[config.mk]
export PLATFORM = sky130hd
export DESIGN_NAME = fmes_top
export DESIGN_NICKNAME = d
export VERILOG_FILES = /design/src/common/fmes_pkg.sv /design/src/hdl/fmes_top.sv
export VERILOG_INCLUDE_DIRS = /design/src /design/src/common
export SDC_FILE = /design/constraint.sdc
export NUM_CORES = 1
export LEC_CHECK = 0
export ABC_AREA = 1
export BUFFER_PORTS_ARGS = -buffer_cell sky130_fd_sc_hd__buf_2
export CAP_MARGIN = 20
export CORE_AREA = 2 2 84 86
export DETAILED_ROUTE_END_ITERATION = 10
export DIE_AREA = 0 0 86 88
export GPL_ROUTABILITY_DRIVEN = 0
export PLACE_DENSITY_LB_ADDON = 0.25
export SYNTH_ARGS = -nofsm -noshare
export SYNTH_HDL_FRONTEND = slang
export SYNTH_SLANG_ARGS = --single-unit
[constraint.sdc]
create_clock -name core_clk_in -period 2.5 [get_ports core_clk_in]
set_clock_uncertainty 0.15 [all_clocks]
set_input_delay 0.375 -clock core_clk_in [delete_from_list [all_inputs] [get_ports core_clk_in]]
set_output_delay 0.375 -clock core_clk_in [all_outputs]
set_load 0.005 [all_outputs]
[src/common/fmes_regs.svh]
`ifndef FMES_REGS_SVH
`define FMES_REGS_SVH

`define FMES_OFF_PROT 16'h0004
`define FMES_OFF_STAT 16'h0005
`define FMES_OFF_CMD 16'h0006
`define FMES_OFF_IRQ_STAT 16'h0008
`define FMES_OFF_IRQ_MASK 16'h0009
`define FMES_REG_SPAN_MASK 16'hFFF0
`define FMES_ARRAY_BASE 16'h4000

`define FMES_ST_CBE 7
`define FMES_ST_CC 6
`define FMES_ST_PV 5
`define FMES_ST_AE 4
`define FMES_ST_BLANK 2
`define FMES_ST_FAIL 1
`define FMES_ST_DONE 0

`define FMES_CMD_MASS_ERASE 8'h41
`define FMES_CMD_ERASE_VERIFY 8'h05
`define FMES_CMD_WR_MASK 8'h65

`define FMES_IRQ_CC 0
`define FMES_IRQ_CBE 1
`define FMES_IRQ_ERR 2

`define FMES_RST_CMD 8'h00
`define FMES_RST_PROT 8'h00
`define FMES_RST_IRQ 3'h0
`define FMES_ERASED_WORD 16'hFFFF
`define FMES_ARRAY_WORDS 32768

`endif

[src/common/fmes_pkg.sv]
package fmes_pkg;

    typedef enum logic [1:0] {
        SEQ_IDLE = 2'b00,
        SEQ_ADDR = 2'b01,
        SEQ_CMD = 2'b11
    } fmes_seq_t;

    typedef enum logic [1:0] {
        ENG_IDLE = 2'b00,
        ENG_ERASE = 2'b01,
        ENG_VERIFY = 2'b11,
        ENG_VLAST = 2'b10
    } fmes_eng_t;

    typedef struct packed {
        logic [15:0] addr;
        logic [7:0] wdata;
        logic wr;
        logic rd;
    } fmes_bus_req_t;

    typedef struct packed {
        logic [14:0] addr;
        logic erase;
        logic read;
    } fmes_array_req_t;

endpackage

[src/hdl/fmes_top.sv]
`timescale 1ns/10ps
`include "fmes_regs.svh"

// Behaviour
// - Mass erase clears every array location.
// - First write anywhere in array; contents ignored.
// - Writing one to buffer-empty flag launches.
// - Protected area: flag violation, no erase.
// - Complete flag sets unless command buffered.
// - Violation flag bit 5, write-one clears.
// - Violation flag set blocks any launch.
// - Access error on sequence, command, stop faults.
// - Access error write-one clears, blocks launch.
// - Blank flag set by verify, cleared on launch.
// - Blank zero after verify means not erased.
// - Special mode verify miss sets failure flag.
// - Failure flag write-one clears, blocks launch.
// - Done bit low while operation runs; here it rises during the last erase pulse.
// - Command bits 6,5,2,0 writable, others zero.
// - Command register at offset 0x0006.
// - Any array address starts mass erase.
module fmes_top #(
    parameter int ARRAY_WORDS = `FMES_ARRAY_WORDS
) (
    input wire logic core_clk_in, // System clock, 100 MHz.
    input wire logic reset_n_in, // Synchronous reset, active low.
    input wire fmes_pkg::fmes_bus_req_t bus_in, // Register and array write port.
    output logic [7:0] rdata_out, // Read data, cycle after read strobe.
    input wire logic special_mode_in, // Special mode pin, asynchronous.
    input wire logic cpu_stop_in, // Processor stop executing, same clock.
    input wire logic [15:0] array_rdata_in, // Array word, cycle after read.
    output fmes_pkg::fmes_array_req_t array_out, // Array erase and read strobes.
    output logic irq_out // Level interrupt, active high.
);
    import fmes_pkg::*;

    localparam logic [14:0] LAST_WORD = 15'(ARRAY_WORDS - 1);

    function automatic logic is_reg(input logic [15:0] a, input logic [15:0] off);
        is_reg = (a == off);
    endfunction

    function automatic logic is_array(input logic [15:0] a);
        is_array = (a >= `FMES_ARRAY_BASE);
    endfunction

    fmes_seq_t seq_q;
    fmes_eng_t eng_q;
    logic [7:0] cmd_q;
    logic [7:0] prot_q;
    logic cbe_q;
    logic cc_q;
    logic pv_q;
    logic ae_q;
    logic blank_q;
    logic fail_q;
    logic pend_q;
    logic [7:0] pend_cmd_q;
    logic [14:0] walk_q;
    logic rd_vld_q;
    logic all_erased_q;
    logic verify_run_q;
    logic [2:0] irq_stat_q;
    logic [2:0] irq_mask_q;
    logic [7:0] rdata_q;
    logic spec_meta_q;
    logic spec_q;
    fmes_array_req_t arr_q;

    logic wr_arr;
    logic wr_cmd;
    logic wr_stat;
    logic wr_prot;
    logic launch_try;
    logic blocked;
    logic launch_ok;
    logic launch_pv;
    logic seq_err;
    logic cmd_legal;
    logic take;
    logic eng_done;
    logic verify_miss;
    logic stop_err;
    logic ae_set;
    logic pv_set;
    logic fail_set;
    logic cc_set;
    logic cbe_set;
    logic [7:0] status;

    // The special mode pin is asynchronous; only the second stage is read.
    always_ff @(posedge core_clk_in) begin
        if (!reset_n_in) begin
            spec_meta_q <= 1'b0;
            spec_q <= 1'b0;
        end else begin
            spec_meta_q <= special_mode_in;
            spec_q <= spec_meta_q;
        end
    end

    assign wr_arr = bus_in.wr && is_array(bus_in.addr);
    assign wr_cmd = bus_in.wr && is_reg(bus_in.addr, `FMES_OFF_CMD);
    assign wr_stat = bus_in.wr && is_reg(bus_in.addr, `FMES_OFF_STAT);
    assign wr_prot = bus_in.wr && is_reg(bus_in.addr, `FMES_OFF_PROT);

    assign cmd_legal = (bus_in.wdata == `FMES_CMD_MASS_ERASE) || (bus_in.wdata == `FMES_CMD_ERASE_VERIFY);
    assign launch_try = wr_stat && bus_in.wdata[`FMES_ST_CBE];
    assign blocked = pv_q || ae_q || fail_q;
    // A mass erase over any protected area is stopped before it reaches the engine.
    assign launch_pv = launch_try && !blocked && (seq_q == SEQ_CMD)
                       && (cmd_q == `FMES_CMD_MASS_ERASE) && (prot_q != 8'h00);
    assign launch_ok = launch_try && !blocked && (seq_q == SEQ_CMD) && !launch_pv;

    // Broken order, illegal code or launch without a complete sequence.
    assign seq_err = (wr_arr && (!cbe_q || seq_q != SEQ_IDLE) && !blocked)
                     || (wr_cmd && seq_q != SEQ_ADDR && !blocked)
                     || (wr_cmd && seq_q == SEQ_ADDR && !cmd_legal && !blocked)
                     || (launch_try && seq_q != SEQ_CMD && !blocked);
    assign stop_err = cpu_stop_in && !cc_q;

    assign take = (eng_q == ENG_IDLE) && pend_q;
    assign verify_miss = rd_vld_q && (array_rdata_in != `FMES_ERASED_WORD);

    // The last verify word lands two cycles after its walk state, so ENG_VLAST holds until its strobe has gone.
    always_comb begin
        eng_done = 1'b0;
        case (eng_q)
            ENG_ERASE: eng_done = (walk_q == LAST_WORD);
            ENG_VLAST: eng_done = !arr_q.read;
            default: eng_done = 1'b0;
        endcase
    end

    assign ae_set = seq_err || stop_err;
    assign pv_set = launch_pv;
    assign fail_set = eng_done && verify_run_q && spec_q && !(all_erased_q && !verify_miss);
    assign cc_set = eng_done && !pend_q && !launch_ok;
    assign cbe_set = take;

    // Command write sequence tracker; the array write's address and data are dropped.
    always_ff @(posedge core_clk_in) begin
        if (!reset_n_in) begin
            seq_q <= SEQ_IDLE;
        end else if (ae_set || launch_pv || launch_ok) begin
            seq_q <= SEQ_IDLE;
        end else begin
            case (seq_q)
                SEQ_IDLE: if (wr_arr && cbe_q && !blocked) seq_q <= SEQ_ADDR;
                SEQ_ADDR: if (wr_cmd && cmd_legal && !blocked) seq_q <= SEQ_CMD;
                SEQ_CMD: seq_q <= SEQ_CMD;
                default: seq_q <= SEQ_IDLE;
            endcase
        end
    end

    // Only the writable command bits are stored, so the rest always read zero.
    always_ff @(posedge core_clk_in) begin
        if (!reset_n_in) begin
            cmd_q <= `FMES_RST_CMD;
        end else if (wr_cmd && seq_q == SEQ_ADDR && !blocked) begin
            cmd_q <= bus_in.wdata & `FMES_CMD_WR_MASK;
        end
    end

    always_ff @(posedge core_clk_in) begin
        if (!reset_n_in) begin
            prot_q <= `FMES_RST_PROT;
        end else if (wr_prot) begin
            prot_q <= bus_in.wdata;
        end
    end

    // One command may wait behind a running one; the buffer frees when the engine takes it.
    always_ff @(posedge core_clk_in) begin
        if (!reset_n_in) begin
            pend_q <= 1'b0;
            pend_cmd_q <= `FMES_RST_CMD;
        end else if (launch_ok) begin
            pend_q <= 1'b1;
            pend_cmd_q <= cmd_q;
        end else if (take) begin
            pend_q <= 1'b0;
        end
    end

    always_ff @(posedge core_clk_in) begin
        if (!reset_n_in) begin
            cbe_q <= 1'b1;
        end else if (cbe_set) begin
            cbe_q <= 1'b1;
        end else if (launch_ok) begin
            cbe_q <= 1'b0;
        end
    end

    always_ff @(posedge core_clk_in) begin
        if (!reset_n_in) begin
            cc_q <= 1'b1;
        end else if (cc_set) begin
            cc_q <= 1'b1;
        end else if (launch_ok) begin
            cc_q <= 1'b0;
        end
    end

    // Sticky error flags: a set in the same cycle as a one-write wins.
    always_ff @(posedge core_clk_in) begin
        if (!reset_n_in) begin
            pv_q <= 1'b0;
            ae_q <= 1'b0;
            fail_q <= 1'b0;
        end else begin
            pv_q <= pv_set || (pv_q && !(wr_stat && bus_in.wdata[`FMES_ST_PV]));
            ae_q <= ae_set || (ae_q && !(wr_stat && bus_in.wdata[`FMES_ST_AE]));
            fail_q <= fail_set || (fail_q && !(wr_stat && bus_in.wdata[`FMES_ST_FAIL]));
        end
    end

    // Writes never touch the blank flag; only a verify result or a valid launch does.
    always_ff @(posedge core_clk_in) begin
        if (!reset_n_in) begin
            blank_q <= 1'b0;
        end else if (eng_done && verify_run_q) begin
            blank_q <= all_erased_q && !verify_miss;
        end else if (launch_ok) begin
            blank_q <= 1'b0;
        end
    end

    // Erase and verify engine walking the array one word per cycle.
    always_ff @(posedge core_clk_in) begin
        if (!reset_n_in) begin
            eng_q <= ENG_IDLE;
            walk_q <= 15'h0000;
            verify_run_q <= 1'b0;
        end else begin
            case (eng_q)
                ENG_IDLE: begin
                    walk_q <= 15'h0000;
                    if (take) begin
                        verify_run_q <= (pend_cmd_q == `FMES_CMD_ERASE_VERIFY);
                        eng_q <= (pend_cmd_q == `FMES_CMD_ERASE_VERIFY) ? ENG_VERIFY : ENG_ERASE;
                    end
                end
                ENG_ERASE: begin
                    walk_q <= walk_q + 15'h0001;
                    if (walk_q == LAST_WORD) eng_q <= ENG_IDLE;
                end
                ENG_VERIFY: begin
                    walk_q <= walk_q + 15'h0001;
                    if (walk_q == LAST_WORD) eng_q <= ENG_VLAST;
                end
                ENG_VLAST: if (!arr_q.read) eng_q <= ENG_IDLE;
                default: eng_q <= ENG_IDLE;
            endcase
        end
    end

    // Array strobes are registered so the array sees a clean address with each pulse.
    always_ff @(posedge core_clk_in) begin
        if (!reset_n_in) begin
            arr_q <= '0;
        end else begin
            arr_q.addr <= walk_q;
            arr_q.erase <= (eng_q == ENG_ERASE);
            arr_q.read <= (eng_q == ENG_VERIFY);
        end
    end

    // Read data returns one cycle after each read strobe.
    always_ff @(posedge core_clk_in) begin
        if (!reset_n_in) begin
            rd_vld_q <= 1'b0;
            all_erased_q <= 1'b1;
        end else begin
            rd_vld_q <= arr_q.read;
            if (take) begin
                all_erased_q <= 1'b1;
            end else if (verify_miss) begin
                all_erased_q <= 1'b0;
            end
        end
    end

    always_comb begin
        status = 8'h00;
        status[`FMES_ST_CBE] = cbe_q;
        status[`FMES_ST_CC] = cc_q;
        status[`FMES_ST_PV] = pv_q;
        status[`FMES_ST_AE] = ae_q;
        status[`FMES_ST_BLANK] = blank_q;
        status[`FMES_ST_FAIL] = fail_q;
        status[`FMES_ST_DONE] = spec_q && (eng_q == ENG_IDLE) && !pend_q;
    end

    // Interrupt events; set wins over the one-write clear.
    always_ff @(posedge core_clk_in) begin
        if (!reset_n_in) begin
            irq_stat_q <= `FMES_RST_IRQ;
            irq_mask_q <= `FMES_RST_IRQ;
        end else begin
            if (bus_in.wr && is_reg(bus_in.addr, `FMES_OFF_IRQ_MASK)) begin
                irq_mask_q <= bus_in.wdata[2:0];
            end
            irq_stat_q[`FMES_IRQ_CC] <= cc_set
                || (irq_stat_q[`FMES_IRQ_CC] && !(bus_in.wr && is_reg(bus_in.addr, `FMES_OFF_IRQ_STAT)
                && bus_in.wdata[`FMES_IRQ_CC]));
            irq_stat_q[`FMES_IRQ_CBE] <= cbe_set
                || (irq_stat_q[`FMES_IRQ_CBE] && !(bus_in.wr && is_reg(bus_in.addr, `FMES_OFF_IRQ_STAT)
                && bus_in.wdata[`FMES_IRQ_CBE]));
            irq_stat_q[`FMES_IRQ_ERR] <= (ae_set || pv_set || fail_set)
                || (irq_stat_q[`FMES_IRQ_ERR] && !(bus_in.wr && is_reg(bus_in.addr, `FMES_OFF_IRQ_STAT)
                && bus_in.wdata[`FMES_IRQ_ERR]));
        end
    end

    always_ff @(posedge core_clk_in) begin
        if (!reset_n_in) begin
            irq_out <= 1'b0;
        end else begin
            irq_out <= |(irq_stat_q & irq_mask_q);
        end
    end

    // Unmapped and array addresses read as zero.
    always_ff @(posedge core_clk_in) begin
        if (!reset_n_in) begin
            rdata_q <= 8'h00;
        end else if (bus_in.rd) begin
            if (is_reg(bus_in.addr, `FMES_OFF_STAT)) rdata_q <= status;
            else if (is_reg(bus_in.addr, `FMES_OFF_CMD)) rdata_q <= cmd_q;
            else if (is_reg(bus_in.addr, `FMES_OFF_PROT)) rdata_q <= prot_q;
            else if (is_reg(bus_in.addr, `FMES_OFF_IRQ_STAT)) rdata_q <= {5'h00, irq_stat_q};
            else if (is_reg(bus_in.addr, `FMES_OFF_IRQ_MASK)) rdata_q <= {5'h00, irq_mask_q};
            else rdata_q <= 8'h00;
        end else begin
            rdata_q <= 8'h00;
        end
    end

    assign rdata_out = rdata_q;
    assign array_out = arr_q;

endmodule
# After elaboration in Yosys (flattened, before gate mapping)
# Index checks and enable logic that the tools add are counted.
totals:
  out_inout_bits: 26
  inputBits: 46
  memories: 0
  latch_bits: 0
  word_cells: 174
  rom_bits: 0
  register_bits: 79
  mem_bits_rw: 0
classes:
  div: 0
  eq_ne: 24
  reduce_logical: 99
  n_shift: 0
  n_addsub: 1
  n_mul: 0
  mux: 20
  n_bitwise: 3
  magnitude_cmp: 1
op_table:
  columns: ["cell", "n"]
  rows:
  - ["1-bit logical AND", 49]
  - ["16-bit by 3-bit equality test with 1-bit output (second input constant)", 3]
  - ["16-bit by 4-bit equality test with 1-bit output (second input constant)", 2]
  - ["15-bit one-hot mux with 2 select lines", 1]
  - ["8-bit 2-to-1 mux", 3]
  - ["1-bit logical OR", 17]
  - ["16-bit by 15-bit >= comparator with 1-bit output (second input constant)", 1]
  - ["1-bit logical NOT", 16]
  - ["16-bit inequality test (second input constant)", 1]
  - ["15-bit by 1-bit adder with 15-bit output (second input constant)", 1]
  - ["15-bit equality test (second input constant)", 1]
  - ["2-bit 2-to-1 mux", 7]
  - ["2-bit inequality test (second input constant)", 6]
  - ["8-bit by 3-bit equality test with 1-bit output (second input constant)", 1]
  - ["8-bit by 7-bit equality test with 1-bit output (second input constant)", 1]
  - ["2-bit one-hot mux with 4 select lines", 1]
  - ["2-bit nonzero test", 4]
  - ["8-bit nonzero test", 1]
  - ["2-bit OR reduction", 4]
  - ["2-bit equality test (second input constant)", 3]
  - ["3-bit 2-to-1 mux", 2]
  - ["2-bit one-hot mux with 3 select lines", 1]
  - ["2-bit AND reduction", 3]
  - ["3-bit OR reduction", 2]
  - ["10 further kinds", 17]

# Logic depth before layout (Yosys ltp)
logic_depth:
  ltp_word: 12
  depth_mapped: 12
  depth_no_buf: 12

# Least setup slack after synthesis
# No wires, ideal clock.
synth_timing:
  path_type: "register to register"
  from: "register eng_q[0]"
  to: "register walk_q[13]"
  path_buffers: 0
  setup_ns: 0.115
  synth_period_minus_slack_ns: 1.790
  stages_incl_launch_ff: 9
  t_arrival_ns: 1.525
  t_required_ns: 2.235
  slack_ns: 0.710
  path_cell_list: "dfxtp_1 inv_1 ha_1 nor3_2 nand2_1 nor3_2 nand4_1 xor2_1 nor2_1"
synth_via:
  elab_chain_cells: 3
  elab_cells_between_ends: 6
synth_rtl:
  columns: ["element", "line_no", "text"]
  rows:
  - ["start: declaration", "fmes_top.sv:48", "fmes_eng_t eng_q;"]
  - ["start signal: assignment", "fmes_top.sv:243", "eng_q <= (pend_cmd_q == `FMES_CMD_ERASE_VERIFY) ? ENG_VERIFY : ENG_ERASE;"]
  - ["2-bit by 1-bit equality test with 1-bit output or 2-bit equality test (tied branches)", "fmes_top.sv:238", "case (eng_q)"]
  - ["2-bit OR reduction (no source line)", null, null]
  - ["15-bit one-hot mux with 2 select lines or 2-bit nonzero test (tied branches)", null, null]
  - ["end signal: assignment", "fmes_top.sv:247", "walk_q <= walk_q + 15'h0001;"]
  - ["end signal: assignment", "fmes_top.sv:251", "walk_q <= walk_q + 15'h0001;"]
  - ["end: declaration", "fmes_top.sv:59", "logic [14:0] walk_q;"]
# Several ways; a longest one is shown, not always the timed one.
# A chain may end at the register's enable or synchronous reset.

# Worst setup path after layout
# Same ends and word-level chain as after synthesis.

==> key figures <==
Global routing
  • GRT Residual Overflow: 0
  • Vias in the first global route: 2987
  • Largest net degree at the start of global routing: 49
  • Initial antenna violation count: 0
  • First-pass GRT wire length: 13900 um
  • Total global routing track utilization: 23.3%

Final layout
  • Most common cell after layout, fill and taps aside: nand2_1
  • Ant. Diodes: 0
  • Fraction of final layout cells sized beyond drive strength 1: 20.6%
  • Fin nets: 607
  • Area Growth Syn to Fin: 18.3%
  • FF+latch area: 1580 sq um
  • Area occupied by multi-input gates: 1600 sq um
  • Design Area, Final: 4170 sq um
  • Commonest cells after routing, fill and taps aside: 93 x nand2_1, 79 x dfxtp_1, 74 x inv_1
  • Final-layout fill cell count: 609

CTS
  • Root Driver: clkbuf_8
  • H-tree levels: 3
  • Maximum buffer depth of the clock tree: 2
  • Hold buffers post-CTS: 0
  • Post-cts sizing count: 0
  • Reg clk slew, reported paths: 0.08 ns
  • Post-CTS Setup Inserts: 0
  • Clock buffer count from CTS: 9
  • Clk sinks: 79
  • Clock Latency Late Sink: 0.35 ns
  • TritonCTS clock tree: yes

Floorplanning
  • Std-Cell Rows: 30
  • Core area: 6640 sq um
  • Die Ht: 88 um
  • IO Count: 72
  • Starting density of the core: 53.0%
  • Die Width: 86 um
  • Total die area: 7570 sq um

Drt
  • Via count: 3304
  • DRC viols: 0
  • Final wirelength: 8280 um
  • Drt pass-1 iters: 5
  • Initial DRC Count: 256
  • Routed len/inst: 13.0 um
  • Antenna Nets Post-Route: 0
  • DR vias/cell: 5.17

Setup path
  • Internal reg-to-reg setup slack: 0.35 ns
  • CP cell instances: inv_1, ha_1, nor3_2, nand2_1, nor3_2, nand4_1, xor2_1, nor2_1
  • Crit path arrival time: 2.25 ns
  • CP Max Fanout: 5
  • CP max stage delay: 0.37 ns
  • RR Endpoint: walk_q[13]$_SDFFE_PN0P_
  • Crit Path Class: register to register
  • Crit path required time: 2.60 ns
  • CP Capture Type: register
  • Worst r2r path cells: 8
  • Slowest cell on crit path: dfxtp_1
  • Worst path most repeated cell: nor3_2
  • RR Startpoint: eng_q[0]$_SDFFE_PN0P_
  • Critical path launch point type: register

Logic synthesis
  • Number of synthesized flops with an enable pin: 0
  • Post-synth cell types: 41
  • Synth warnings: 0
  • Post-synth top area share: 44.9%
  • Sequential share of the synthesized area: 44.9%
  • Top_reg_cell synth: dfxtp_1
  • Post-synthesis cell area: 3520 sq um
  • Net count after synthesis: 531
  • Async S/R FF share, synth: 0%
  • Synth area leaders: dfxtp_1 45%, nand2_1 9.9%, inv_1 7.9%
  • Syn Inst Count: 479
  • Flops & latches, synth: 79
  • Post-synth top area cell: dfxtp_1
  • Mean Syn Cell Area: 7.36 sq um

Job
  • Max-cap viol count: 0

Hold path
  • Hold path cells: 3
  • Origin of the worst min-delay path: special_mode_in
  • Worst min path class: input pin to register
  • Hold endpoint: spec_meta_q$_SDFF_PN0_

Placed design
  • Placed cell area: 3960 sq um
  • Post-DP HPWL: 5980 um
  • I/O Buffers: 71

Run status
  • Outcome: finished clean

Timing
  • Slew @ Worst Pin: 0.628 ns
  • Setup_tns: 0 ns
  • Max Slew Vio Count: 0
  • RSZ-0062 raised after global routing: no
  • Fin crit share: 86.0%
  • Final setup vio count: 0
  • Period minus WS final: 2.15 ns
  • Endpoints failing hold: 0
  • Slew HR: 58.1%
  • FMAX: 0.465 GHz

Power and ir drop
  • Leak: 2.03 nW
  • Max VDD drop: 0.483 mV
  • PD cells: 671 nW/um^2
## state kept, by name, summed over array words and instances, names as in the netlist, 3 cells and up
name        count
array_out      17
cmd_q           4
irq_mask_q      3
irq_stat_q      3
pend_cmd_q      4
prot_q          8
rdata_out       8
walk_q         15
## Yosys cell counts, types with 4 or more instances
library cell	number
nor3_1	6
o21ai_1	4
inv_1	74
nand2_1	93
dfxtp_1	79
nor2_1	52
ha_1	6
o21ai_0	37
a21oi_1	37
nand4_1	13
clkbuf_1	6
nor2_2	4
nand3_1	23
## routing by layer
layer  share of wire (%)  vias to the layer above  wire, um  global-route usage (%)
met1                  47                     1436      3900                    32.4
met3                 7.4                       13       616                    5.28
met2                  44                      150      3660                    35.6
met4                 1.3                        0       108                    8.80
li1                    -                     1705         -                       -
met5                   0                        -         0                       0
## worst max-delay path by stage
stage	from	depth (start not counted)	endpoint	slack [ns]
2_1_floorplan	eng_q[0]$_SDFFE_PN0P_	8	walk_q[13]$_SDFFE_PN0P_	0.71
3_5_place_dp	eng_q[0]$_SDFFE_PN0P_	8	walk_q[13]$_SDFFE_PN0P_	0.38
4_1_cts	eng_q[0]$_SDFFE_PN0P_	8	walk_q[13]$_SDFFE_PN0P_	0.37
5_1_grt	eng_q[0]$_SDFFE_PN0P_	8	walk_q[13]$_SDFFE_PN0P_	0.20
6_report	eng_q[0]$_SDFFE_PN0P_	8	walk_q[13]$_SDFFE_PN0P_	0.35
3_3_place_gp	bus_in[25]	11	cc_q$_SDFFE_PP1P_	0.46
## layout make-up
class	count	area share, %
clock buffer	11	3.39
clock inverter	4	1.68
inverter	79	7.24
multi-input combinational	313	38.4
sequential	79	38.0
tap	80	2.40
timing repair buffer	73	8.89
## metrics by stage
stage | worst slack, ns | power, mW | std cells | utilization (%) | hold slack (ns)
floorplan | 0.710 | 1.65 | 479 | - | 0.240
global placement | 0.462 | 1.77 | 624 | 59.5 | 0.244
detailed placement | 0.385 | 1.78 | 624 | 59.5 | 0.249
CTS | 0.367 | 2.79 | 639 | 62.7 | 0.0444
global route | 0.195 | 2.93 | 639 | 62.7 | 0.0334
finish | 0.350 | 2.80 | 639 | 62.7 | 0.0493
## worst max-delay path, delay by kind of cell, from the launching register on
kind | cells | cell delay [ns]
buf+inv | 1 | 0.10
flops | 1 | 0.37
fa+ha+maj | 1 | 0.29
xor+xnor | 1 | 0.17
simple gates | 5 | 0.96
## kinds of logic after synthesis
group	Yosys count	synth area share, %
compound gates	96	15.3
xor+xnor	1	0.249
fa+ha+maj	6	2.13
buf+inv	87	9.66
flops	79	44.9
mux	1	0.320
simple gates	209	27.5
## report_power, final
part | internal [mW] | switching [mW]
logic | 0.152 | 0.281
clock network | 0.581 | 0.451
registers | 1.30 | 0.0318
total | 2.03 | 0.764
Power figures use the tool's default switching activity.
